$ cat src/core/unused_placeholder_removed.sv
// Intentionally empty: no further design content
`timescale 1ns/1ns

$ cat src/core/pll_ctl_pkg.sv
// Constants shared by the clock synthesis control block
package pll_ctl_pkg;
    // Timing
    localparam int CLK_MHZ      = 25;
    localparam int LOCK_TIME_NS = 10000;
    localparam int LOCK_CYC     = (LOCK_TIME_NS * CLK_MHZ + 999) / 1000;
    localparam int REF_TO_NS    = 2000;
    localparam int REF_TO_CYC   = REF_TO_NS * CLK_MHZ / 1000;
    localparam int CNT_W        = 12;
    // Loop settings word, written over the bus or shifted in serially
    localparam int CFG_W   = 17;
    localparam int OD_LSB  = 0;
    localparam int OD_W    = 3;
    localparam int FB_LSB  = 3;
    localparam int FB_W    = 2;
    localparam int FBX_BIT = 5;
    localparam int DLY_BIT = 6;
    localparam int SRC_LSB = 7;
    localparam int SRC_W   = 2;
    localparam int PH_LSB  = 9;
    localparam int PH_W    = 8;
    localparam logic [OD_W-1:0]  OD_MAX  = 3'h6;
    localparam logic [SRC_W-1:0] SRC_PIN = 2'h0;
    localparam logic [SRC_W-1:0] SRC_OSC = 2'h1;
    localparam logic [CFG_W-1:0] CFG_RST = 17'h00008;
    // Control register bits
    localparam int CTRL_W  = 3;
    localparam int BYP_BIT = 0;
    localparam int HA_BIT  = 1;
    localparam int HB_BIT  = 2;
    // Event bits of the status, mask and clear registers
    localparam int EV_W      = 3;
    localparam int EV_LOCK   = 0;
    localparam int EV_UNLOCK = 1;
    localparam int EV_LOAD   = 2;
    // Register byte addresses
    localparam logic [7:0] A_CTRL  = 8'h00;
    localparam logic [7:0] A_CFG   = 8'h04;
    localparam logic [7:0] A_STAT  = 8'h08;
    localparam logic [7:0] A_ISTAT = 8'h0C;
    localparam logic [7:0] A_IMASK = 8'h10;
    localparam logic [7:0] A_RPER  = 8'h14;
    localparam logic [7:0] A_SHIFT = 8'h18;
endpackage

$ cat src/core/pll_clock_synth_control.sv
// Control and status logic of the on-chip clock synthesis loop
// Functional notes
// Output divider takes any power of two from 1 to 64.
// Passthrough select 0 drives synthesized clock, 1 drives the reference clock.
// Lock output rises once aligned and falls whenever lock is lost.
// Reference comes from pin, internal oscillator or fabric routing, user chosen.
// Feedback divider ratio multiplies the reference frequency.
// Offchip feedback input is used only when external feedback is selected.
// Fine delay input is honoured only in runtime delay mode.
// Output phase can be shifted, fixed by setting or changed at run time.
// Phase change on the feedback output may drop lock; user waits for relock.
// Enabled hold input freezes outputs at their last level.
// Fabric output clock equals the global output clock.
// User logic shifts new settings in serially on its shift clock.
// After shifting, user pulses loop reset low; loop relocks with new settings.
// One bit taken per shift clock rise; applied only at the next reset pulse.
//
// Register access over APB and the register addresses were chosen for this implementation.
`timescale 1ns/1ns
module pll_clock_synth_control #(
    parameter int LOCK_CYCLES = pll_ctl_pkg::LOCK_CYC
) (
    input  wire logic        pclk,
    input  wire logic        presetn,
    input  wire logic        psel,
    input  wire logic        penable,
    input  wire logic        pwrite,
    input  wire logic [7:0]  paddr,
    input  wire logic [31:0] pwdata,
    output logic      [31:0] prdata,
    output logic             pready,
    output logic             pslverr,
    input  wire logic        ref_pin_in,
    input  wire logic        ref_osc_in,
    input  wire logic        ref_fabric_in,
    input  wire logic        offchip_feedback_in,
    input  wire logic [7:0]  fine_delay_adjust,
    input  wire logic        low_power_hold,
    input  wire logic        reconfig_shift_clk,
    input  wire logic        reconfig_serial_in,
    input  wire logic        loop_reset_n,
    output logic             synth_clock_global_out,
    output logic             synth_clock_fabric_out,
    output logic             lock_out,
    output logic             irq
);
    localparam int CW = pll_ctl_pkg::CNT_W;
    localparam logic [CW-1:0] LOCK_LIM = LOCK_CYCLES[CW-1:0];
    localparam logic [CW-1:0] REF_TO = pll_ctl_pkg::REF_TO_CYC[CW-1:0];

    typedef struct packed {
        logic [2:0]                     rs1;
        logic [2:0]                     rs2;
        logic                           fb1;
        logic                           fb2;
        logic [7:0]                     fd1;
        logic [7:0]                     fd2;
        logic                           lp1;
        logic                           lp2;
        logic                           sk1;
        logic                           sk2;
        logic                           sk3;
        logic                           sd1;
        logic                           sd2;
        logic                           rn1;
        logic                           rn2;
        logic                           rn3;
        logic                           ref_q;
        logic                           fbx_q;
        logic [pll_ctl_pkg::CTRL_W-1:0] ctrl;
        logic [pll_ctl_pkg::CFG_W-1:0]  cfg;
        logic [pll_ctl_pkg::CFG_W-1:0]  shf;
        logic [CW-1:0]                  per;
        logic [CW-1:0]                  pcnt;
        logic [7:0]                     ph_q;
        logic [7:0]                     ph_cnt;
        logic                           align;
        logic [CW-1:0]                  hcnt;
        logic                           syn;
        logic [6:0]                     dcnt;
        logic                           dclk;
        logic                           fb_seen;
        logic [CW-1:0]                  lcnt;
        logic                           lock;
        logic [pll_ctl_pkg::EV_W-1:0]   ist;
        logic [pll_ctl_pkg::EV_W-1:0]   imask;
        logic                           go;
        logic                           fo;
        logic                           irq;
        logic [31:0]                    rdata;
        logic                           rdy;
        logic                           err;
    } st_s;

    st_s st_r;
    st_s st_nxt;

    logic                  ref_lvl;
    logic                  ref_rise;
    logic                  fb_edge;
    logic                  syn_tog;
    logic                  sk_rise;
    logic                  cfg_load;
    logic                  lrst;
    logic                  hold;
    logic                  unlock;
    logic                  acc_done;
    logic                  fb_ext;
    logic                  dly_dyn;
    logic [2:0]            od_sel;
    logic [2:0]            od;
    logic [1:0]            fb_sel;
    logic [1:0]            src_sel;
    logic [7:0]            ph_static;
    logic [7:0]            ph;
    logic [CW-1:0]         half;
    logic [6:0]            ndiv;
    localparam int EV_BITS = pll_ctl_pkg::EV_W;

    logic [31:0]           rd;
    logic [EV_BITS-1:0]    ev;
    logic [EV_BITS-1:0]    w1c;
    logic                  clk_src;
    logic                  realign;

    ////////////////////////////////////////////////////////////////////
    always_comb begin
        st_nxt = st_r;
        // Two-stage synchronisers for everything from outside pclk
        st_nxt.rs1 = {ref_fabric_in, ref_osc_in, ref_pin_in};
        st_nxt.rs2 = st_r.rs1;
        st_nxt.fb1 = offchip_feedback_in;
        st_nxt.fb2 = st_r.fb1;
        // Fine delay bits may skew by a cycle while they change
        st_nxt.fd1 = fine_delay_adjust;
        st_nxt.fd2 = st_r.fd1;
        st_nxt.lp1 = low_power_hold;
        st_nxt.lp2 = st_r.lp1;
        st_nxt.sk1 = reconfig_shift_clk;
        st_nxt.sk2 = st_r.sk1;
        st_nxt.sk3 = st_r.sk2;
        st_nxt.sd1 = reconfig_serial_in;
        st_nxt.sd2 = st_r.sd1;
        st_nxt.rn1 = loop_reset_n;
        st_nxt.rn2 = st_r.rn1;
        st_nxt.rn3 = st_r.rn2;

        od_sel    = st_r.cfg[pll_ctl_pkg::OD_LSB +: pll_ctl_pkg::OD_W];
        fb_sel    = st_r.cfg[pll_ctl_pkg::FB_LSB +: pll_ctl_pkg::FB_W];
        fb_ext    = st_r.cfg[pll_ctl_pkg::FBX_BIT];
        dly_dyn   = st_r.cfg[pll_ctl_pkg::DLY_BIT];
        src_sel   = st_r.cfg[pll_ctl_pkg::SRC_LSB +: pll_ctl_pkg::SRC_W];
        ph_static = st_r.cfg[pll_ctl_pkg::PH_LSB +: pll_ctl_pkg::PH_W];

        case (src_sel)
            pll_ctl_pkg::SRC_PIN: ref_lvl = st_r.rs2[0];
            pll_ctl_pkg::SRC_OSC: ref_lvl = st_r.rs2[1];
            default:              ref_lvl = st_r.rs2[2];
        endcase
        st_nxt.ref_q = ref_lvl;
        ref_rise = ref_lvl & ~st_r.ref_q;
        sk_rise  = st_r.sk2 & ~st_r.sk3;
        cfg_load = st_r.rn3 & ~st_r.rn2;
        lrst     = ~st_r.rn2;
        hold     = st_r.ctrl[pll_ctl_pkg::HA_BIT] & st_r.ctrl[pll_ctl_pkg::HB_BIT]
                   & st_r.lp2;
        ph   = dly_dyn ? st_r.fd2 : ph_static;
        od   = (od_sel > pll_ctl_pkg::OD_MAX) ? pll_ctl_pkg::OD_MAX : od_sel;
        ndiv = 7'h01 << od;
        // Multiply by 2**fb_sel: half period of the synthesized clock
        half = st_r.per >> ({1'b0, fb_sel} + 3'h1);
        if (half == '0) begin
            half = {{(CW-1){1'b0}}, 1'b1};
        end

        // Reference period in pclk cycles
        if (ref_rise) begin
            st_nxt.per  = st_r.pcnt;
            st_nxt.pcnt = {{(CW-1){1'b0}}, 1'b1};
        end else if (st_r.pcnt != '1) begin
            st_nxt.pcnt = st_r.pcnt + 1'b1;
        end

        ////////////////////////////////////////////////////////////////
        // Synthesized clock, re-aligned at each reference edge plus phase
        syn_tog = 1'b0;
        realign = 1'b0;
        if (lrst) begin
            st_nxt.syn   = 1'b0;
            st_nxt.hcnt  = '0;
            st_nxt.align = 1'b0;
            st_nxt.dcnt  = '0;
            st_nxt.dclk  = 1'b0;
        end else begin
            if (ref_rise) begin
                st_nxt.align  = 1'b1;
                st_nxt.ph_cnt = ph;
            end else if (st_r.align) begin
                // A phase beyond one reference period is never reached
                if (st_r.ph_cnt == 8'h00) begin
                    st_nxt.align = 1'b0;
                    realign      = 1'b1;
                end else begin
                    st_nxt.ph_cnt = st_r.ph_cnt - 8'h01;
                end
            end
            // Free run goes on while the phase counts down, so no period is lost
            if (realign) begin
                st_nxt.syn  = 1'b1;
                st_nxt.hcnt = '0;
                syn_tog     = ~st_r.syn;
            end else if (st_r.hcnt >= half - 1'b1) begin
                st_nxt.syn  = ~st_r.syn;
                st_nxt.hcnt = '0;
                syn_tog     = 1'b1;
            end else begin
                st_nxt.hcnt = st_r.hcnt + 1'b1;
            end
            if (syn_tog) begin
                if (st_r.dcnt >= ndiv - 7'h01) begin
                    st_nxt.dclk = ~st_r.dclk;
                    st_nxt.dcnt = '0;
                end else begin
                    st_nxt.dcnt = st_r.dcnt + 7'h01;
                end
            end
        end

        ////////////////////////////////////////////////////////////////
        // Lock detector
        st_nxt.fbx_q = st_r.fb2;
        fb_edge = fb_ext ? (st_r.fb2 & ~st_r.fbx_q)
                         : (syn_tog & ~st_r.syn);
        if (ref_rise) begin
            st_nxt.fb_seen = fb_edge;
        end else if (fb_edge) begin
            st_nxt.fb_seen = 1'b1;
        end
        st_nxt.ph_q = ph;
        // Phase moved on the output that feeds back: start over
        unlock = lrst | (ref_rise & ~st_r.fb_seen) | (st_r.pcnt >= REF_TO)
                 | (~fb_ext & (ph != st_r.ph_q));
        if (unlock) begin
            st_nxt.lcnt = '0;
            st_nxt.lock = 1'b0;
        end else if (st_r.lcnt != LOCK_LIM) begin
            st_nxt.lcnt = st_r.lcnt + 1'b1;
        end else begin
            st_nxt.lock = 1'b1;
        end

        // Shift port, held aside until the loop reset pulse
        if (sk_rise) begin
            st_nxt.shf = {st_r.shf[pll_ctl_pkg::CFG_W-2:0], st_r.sd2};
        end

        ////////////////////////////////////////////////////////////////
        // APB slave: one wait state; writes land at the completing edge
        acc_done = psel & penable & st_r.rdy;
        st_nxt.rdy = psel & penable & ~st_r.rdy;
        rd = 32'h0000_0000;
        w1c = '0;
        case (paddr)
            pll_ctl_pkg::A_CTRL:  rd[pll_ctl_pkg::CTRL_W-1:0] = st_r.ctrl;
            pll_ctl_pkg::A_CFG:   rd[pll_ctl_pkg::CFG_W-1:0] = st_r.cfg;
            pll_ctl_pkg::A_STAT:  rd[2:0] = {hold, lrst, st_r.lock};
            pll_ctl_pkg::A_ISTAT: rd[EV_BITS-1:0] = st_r.ist;
            pll_ctl_pkg::A_IMASK: rd[EV_BITS-1:0] = st_r.imask;
            pll_ctl_pkg::A_RPER:  rd[CW-1:0] = st_r.per;
            pll_ctl_pkg::A_SHIFT: rd[pll_ctl_pkg::CFG_W-1:0] = st_r.shf;
            default:              rd = 32'h0000_0000;
        endcase
        if (psel & penable & ~st_r.rdy) begin
            st_nxt.rdata = pwrite ? 32'h0000_0000 : rd;
            st_nxt.err = (paddr > pll_ctl_pkg::A_SHIFT) | (paddr[1:0] != 2'h0);
        end
        if (acc_done & pwrite & ~st_r.err) begin
            case (paddr)
                pll_ctl_pkg::A_CTRL:
                    st_nxt.ctrl = pwdata[pll_ctl_pkg::CTRL_W-1:0];
                pll_ctl_pkg::A_CFG:
                    st_nxt.cfg = pwdata[pll_ctl_pkg::CFG_W-1:0];
                pll_ctl_pkg::A_ISTAT:
                    w1c = pwdata[EV_BITS-1:0];
                pll_ctl_pkg::A_IMASK:
                    st_nxt.imask = pwdata[EV_BITS-1:0];
                default: ;
            endcase
        end
        if (cfg_load) begin
            st_nxt.cfg = st_r.shf;
        end

        // Sticky events; a new event beats a clear in the same cycle
        ev = '0;
        ev[pll_ctl_pkg::EV_LOCK]   = st_nxt.lock & ~st_r.lock;
        ev[pll_ctl_pkg::EV_UNLOCK] = ~st_nxt.lock & st_r.lock;
        ev[pll_ctl_pkg::EV_LOAD]   = cfg_load;
        st_nxt.ist = (st_r.ist & ~w1c) | ev;
        st_nxt.irq = |(st_nxt.ist & st_nxt.imask);

        // Output clocks: both copies from one source so they never differ
        clk_src = st_r.ctrl[pll_ctl_pkg::BYP_BIT] ? ref_lvl : st_r.dclk;
        if (!hold) begin
            st_nxt.go = clk_src;
            st_nxt.fo = clk_src;
        end
    end

    always_ff @(posedge pclk or negedge presetn) begin
        if (!presetn) begin
            st_r       <= '0;
            st_r.rn1   <= 1'b1;
            st_r.rn2   <= 1'b1;
            st_r.rn3   <= 1'b1;
            st_r.cfg   <= pll_ctl_pkg::CFG_RST;
        end else begin
            st_r <= st_nxt;
        end
    end

    assign prdata                 = st_r.rdata;
    assign pready                 = st_r.rdy;
    assign pslverr                = st_r.rdy & st_r.err;
    assign synth_clock_global_out = st_r.go;
    assign synth_clock_fabric_out = st_r.fo;
    assign lock_out               = st_r.lock;
    assign irq                    = st_r.irq;
endmodule

$ cat config.mk
export PLATFORM = sky130hd
export DESIGN_NAME = pll_clock_synth_control
export DESIGN_NICKNAME = d
export VERILOG_FILES = /design/src/core/unused_placeholder_removed.sv /design/src/core/pll_ctl_pkg.sv /design/src/core/pll_clock_synth_control.sv
export SDC_FILE = /design/constraint.sdc
export NUM_CORES = 1
export LEC_CHECK = 0
export BUFFER_PORTS_ARGS = -buffer_cell sky130_fd_sc_hd__buf_2
export CAP_MARGIN = 5
export CORE_MARGIN = 5
export CORE_UTILIZATION = 40
export CTS_BUF_LIST = sky130_fd_sc_hd__clkbuf_8 sky130_fd_sc_hd__clkbuf_16
export DETAILED_ROUTE_END_ITERATION = 10
export PLACE_DENSITY_LB_ADDON = 0.25
export SYNTH_ARGS = -nofsm -noshare
export SYNTH_HDL_FRONTEND = slang
export SYNTH_SLANG_ARGS = --single-unit
$ cat constraint.sdc
create_clock -name pclk -period 7.7 [get_ports pclk]
set_input_delay 1.155 -clock pclk [delete_from_list [all_inputs] [get_ports pclk]]
set_output_delay 1.155 -clock pclk [all_outputs]
set_load 0.02 [all_outputs]
* Yosys cells after proc, flatten, opt, wreduce, memory -nomap -nowiden
Index checks and enable logic that the tools add are counted.
** Cells by class
- Add/sub/neg operators :: 8
- $lt $le $gt $ge :: 5
- Eq/ne operators :: 14
- Shift operators :: 2
- Muxes and demuxes :: 43
- Bitwise operators :: 37
- Reductions and logical operators :: 16
** Operator list (count)
- $mux 17 :: 4
- $mux 12 :: 5
- $add 12x1->12 const B :: 3
- $pmux 9 s3 :: 1
- $mux 13 :: 2
- $eq 8x5->1 const B :: 3
- $mux 8 :: 3
- $mux 22 :: 1
- $pmux 3 s7 :: 1
- $mux 9 :: 2
- $and 1x1->1 :: 17
- $eq 8x4->1 const B :: 2
- $logic_not 8->1 :: 2
- $mux 1 :: 16
- $mux 3 :: 5
- $reduce_bool 2->1 :: 7
- $ge 12x12->1 :: 1
- $ge 12x6->1 const B :: 1
- $logic_not 12->1 :: 1
- $ne 12x12->1 const B :: 1
- $ne 12x8->1 const B :: 1
- $not 1->1 :: 12
- $shr 12x3->12 :: 1
- $sub 12x1->12 const B :: 1
- other kinds (25) :: 32
** Word-level totals
- Register bits :: 191
- Bits of input ports :: 61
- Output and inout bits :: 38
- Logic and storage cells :: 165

* Longest topological paths before layout
- Depth after elaboration :: 14
- Mapped depth :: 20
- Depth with buffers taken out :: 18

* Worst setup path after synthesis
No wires, ideal clock.
- Path kind :: register to register
- From :: reg st_r (netlist bit fb_sel[0])
- To :: reg st_r[63] in the netlist's numbering
- Library setup time :: 0.126 ns
- Arrival :: 4.284 ns
- Required time :: 7.574 ns
- Setup slack :: 3.290 ns
- Stages on the path, launching flop included :: 20
- Buffers on the path :: 2
- Clock period less this slack :: 4.410 ns
- Cell sequence :: dfstp_2 buf_6 mux4_1 nor3_2 nand2b_1 nor2_1 a21oi_1 ha_1 and2b_1 nand2_2 nor3_4 a21oi_1 o32ai_2 ha_1 and4_1 a2111oi_1 o2bb2a_4 buf_6 and2_4 a221o_1
** On the way
- Cells in the longest elaborated chain, start to end :: 10
** Ends and longest elaborated chain
- from (decl) :: RTL line pll_clock_synth_control.sv:95 : st_s st_r;
- from (signal assigned) :: RTL line pll_clock_synth_control.sv:318 : st_r <= st_nxt;
- $add 2x1->3 (*) :: RTL line pll_clock_synth_control.sv:171 : half = st_r.per >> ({1'b0, fb_sel} + 3'h1);
- $shr 12x3->12 (*) :: RTL line pll_clock_synth_control.sv:171
- $logic_not 12->1 :: RTL line pll_clock_synth_control.sv:172 : if (half == '0) begin
- $mux 12 (*) :: RTL line pll_clock_synth_control.sv:172
- $sub 12x1->12 (*) :: RTL line pll_clock_synth_control.sv:212 : end else if (st_r.hcnt >= half - 1'b1) begin
- $ge 12x12->1 (*) :: RTL line pll_clock_synth_control.sv:212
- $mux 1 (*) :: RTL line pll_clock_synth_control.sv:212
- $mux 1 (*) :: RTL line pll_clock_synth_control.sv:208 : if (realign) begin
- $mux 1 (*) :: RTL line pll_clock_synth_control.sv:188 : if (lrst) begin
- $ne 2x1->1 (no source line) (*)
Every way passes the cells marked *; elsewhere a longest branch is shown, timed or not. The select of a mux whose other input is x is not followed.
A chain may end at the register's enable or synchronous reset.

* Worst setup path after layout
- From :: reg st_r (netlist bit fb_sel[0])
- To :: reg st_r[64] in the netlist's numbering
Same word-level chain as after synthesis.

==> flow_summary.ini <==
[outcome]
status = finished, final reports clean

[clocking]
ctsResizeCount = 0
cts_tree = yes
cts_root_buf = clkbuf_16
clk_path_buf_depth = 2
clock-sinks = 176
numCtsBuffers = 17
clock_latency_ps = 440
cts-htree-levels = 4
clk_pin_slew_ps = 70
hold_buffers = 0
post_cts_buffers = 0

[logic_synthesis]
synth_compound_area_share_pct = 11.9
seq_area_frac_synth_pct = 49.5
postSynthAreaPerCell_sq_um = 10.4
synth_cell_types = 77
synth_top_family_by_area = simple AND/OR/NAND/NOR gates
synthCells = 852
synthMuxAreaShare_pct = 9.02
ys_dominant_reg_cell = dfrtp_1
synthAdderAreaFrac_pct = 3.79
netlist_area_sq_um = 8900
yosysWarnings = 0
synth_xor_area_share_pct = 4.03
synthArstFlopShare_pct = 100
synth-simple-area-share_pct = 15.7
synth_edf_count = 0
ys_seq_elements = 176

[worst_setup_path]
cp-end-kind = register
required_ps = 8020
startpoint_type = register
crit_type = register to register
cp_max_fo = 17
slowest_stage = dfstp_2
r2r_setup_slack_ps = 2660
critical-path-max-stage-delay_ps = 740
arrival_ps = 5360
path_cells = mux4_1, nor3_2, nand2b_1, nor2_1, a21oi_1, ha_1, and2b_1, nand2_2, nor3_4, a21oi_1, o32ai_2, ha_1, and4_1, nor4b_1, a32oi_1, nand2_1, o21ai_0, a221o_1

[global_route]
grt_max_degree = 63
grt_pass1_wl_um = 32300
antenna_found_initial = 0
grt_overflow = 0
grt_use_total_pct = 15.6
grt_pass1_vias = 6048

[layout]
fillers = 2057
drive_above_1_share_pct = 17.7
multi_input_area_sq_um = 4020
diodes = 0
areaGrowthSynthToFinish_pct = 11.6
finalInstanceArea_sq_um = 9930
final_nets = 984
seqCellArea_sq_um = 4410

[sta]
clock_skew_ps = 10.4
fin_ws_ps = 2660
hold_ws_ps = 350
finalSetupTns_ps = 0
fin_crit_ps = 5040
maxSlewViolCount = 0
hold_viol = 0
rsz0062_at_grt = no
timing_worst_slew_pin_value_ps = 1020
relSlewSlack_pct = 32.2
fmax_mhz = 198
period_share_pct = 65.5
setup_viol = 0

[detailed_routing]
totalWireLength_um = 19400
wl_per_cell_um = 16.3
initialDrtViolationCount = 485
first_pass_iters = 5
vias = 6166
postRouteAntennaNets = 0
avgViaCountPerCell = 5.19
drc = 0

[min_path]
hold_class = register to register

[placement]
dp_slack_ps = 2660
placed_area_sq_um = 9300
gp_congestion = 0.826
portBuffers = 68
hpwl_um = 14100

[pwr]
power_density_nw_per_um2 = 272
peakVddDrop_mv = 0.142
leakagePower_nw = 4.57
p_total_mw = 2.70

[floorplanning]
rows = 54
die_w_um = 159
die_y_um = 159
start_util_pct = 40.7
core_sq_um = 21900
io_pins = 99
design.die.area_sq_um = 25300

[job]
drv_cap = 0
## path summary, 6_finish.rpt
check	end	startpoint	cells after the start
worst max register to register	st_r[64]	fb_sel[0]	18
worst max-delay path	st_r[64]	fb_sel[0]	18
min in group asynchronous	st_r[55]	presetn	1
worst min-delay path	st_r[174]	st_nxt[174]	0
max in group asynchronous	prdata[16]	presetn	2
worst min register to register	st_r[174]	st_nxt[174]	0
## cells in the final DEF, fill, tap and decap left out, drive strengths merged, types with 5 or more instances in the layout
| cell type | instances |
|---|---|
| nand3 | 18 |
| a22oi | 7 |
| inv | 37 |
| dfrtp | 172 |
| buf | 75 |
| nor2 | 84 |
| o21ai | 52 |
| xor2 | 21 |
| a22o | 10 |
| clkinv | 5 |
| clkbuf | 18 |
| nand2b | 12 |
| xnor2 | 20 |
| mux2 | 27 |
| a21oi | 51 |
| mux4 | 8 |
| nand4 | 9 |
| nor4 | 6 |
| mux2i | 30 |
| nor3 | 16 |
| nand3b | 5 |
| nand2 | 83 |
| ha | 27 |
| conb | 17 |
| nor2b | 6 |
| and3 | 13 |
## layout make-up
type                            count  share of cell area (%)
Sequential cell                   176                    44.4
Clock buffer                       18                    4.42
Inverter                           31                    1.17
Timing Repair Buffer               75                    4.02
Clock inverter                     14                    1.95
Multi-Input combinational cell    595                    40.5
Tap cell                          280                    3.53
## kinds of logic (layout without fill, tap and decap cells)
family,Yosys count,in the layout
AND/OR/NAND/NOR,281,281
multiplexers,65,65
flip-flops,176,176
buffers and inverters,96,138
adder cells (fa/ha/maj),27,27
XOR/XNOR,41,41
AO/OA/AOI/OAI,164,164
other,2,17
## flip-flops by register name, summed over array words and instances, names as in the netlist, 2 cells and up
signal / cells
fb_sel: 2
od_sel: 3
ph_static: 8
prdata: 17
src_sel: 2
st_nxt: 19
st_r: 119
## worst max-delay path: cells and delay by family, from the launching register on
| family | cells | cell delay [ps] |
|---|---|---|
| fa+ha+maj | 2 | 530 |
| simple gates | 9 | 1810 |
| compound gates | 6 | 1160 |
| flops | 1 | 740 |
| mux | 1 | 700 |
## layer usage
metal  track usage [%]  routed length, um
met1              22.4               9440
met5                 0                  0
met4              3.88                192
met2              24.1               9140
met3              3.34                654
## cells in the mapped netlist, types with 4 or more instances
cell type | count | area (sq um)
dfrtp_1 | 172 | 4300
nor2_1 | 84 | 315
xnor2_1 | 20 | 175
a22oi_1 | 6 | 45.0
nor2b_1 | 6 | 37.5
clkbuf_1 | 12 | 45.0
nor3_1 | 12 | 60.1
buf_2 | 11 | 55.1
mux4_2 | 4 | 90.1
nor4_1 | 4 | 25.0
a31oi_1 | 4 | 25.0
a21oi_1 | 51 | 255
xor2_1 | 21 | 184
o21ai_0 | 51 | 255
inv_1 | 31 | 116
ha_1 | 27 | 338
and3_1 | 13 | 81.3
a22o_1 | 10 | 87.6
mux2i_1 | 30 | 300
nand3b_1 | 5 | 37.5
dfstp_2 | 4 | 105
mux2_2 | 25 | 282
nand2_1 | 82 | 308
nand2b_1 | 12 | 75.1
mux4_1 | 4 | 105
buf_1 | 4 | 15.0
nand4_1 | 9 | 56.3
buf_4 | 35 | 263
nand3_1 | 18 | 90.1
## where the power goes
part / internal [mW] / total, mW / switching (mW) / leakage (nW)
Clock: 0.505 / 0.913 / 0.408 / 0.306
Sequential: 1.06 / 1.22 / 0.157 / 2.23
Combinational: 0.257 / 0.572 / 0.315 / 2.03
## through the flow
| step | cells | utilization (%) |
|---|---|---|
| after CTS | 1189 | 45.4 |
| after floorplan | 867 | - |
| after detailed placement | 1157 | 42.5 |
| after global routing | 1189 | 45.4 |
| after global placement | 1157 | 42.5 |
| final | 1189 | 45.4 |
No activity file was read; power rests on OpenSTA's default activity.
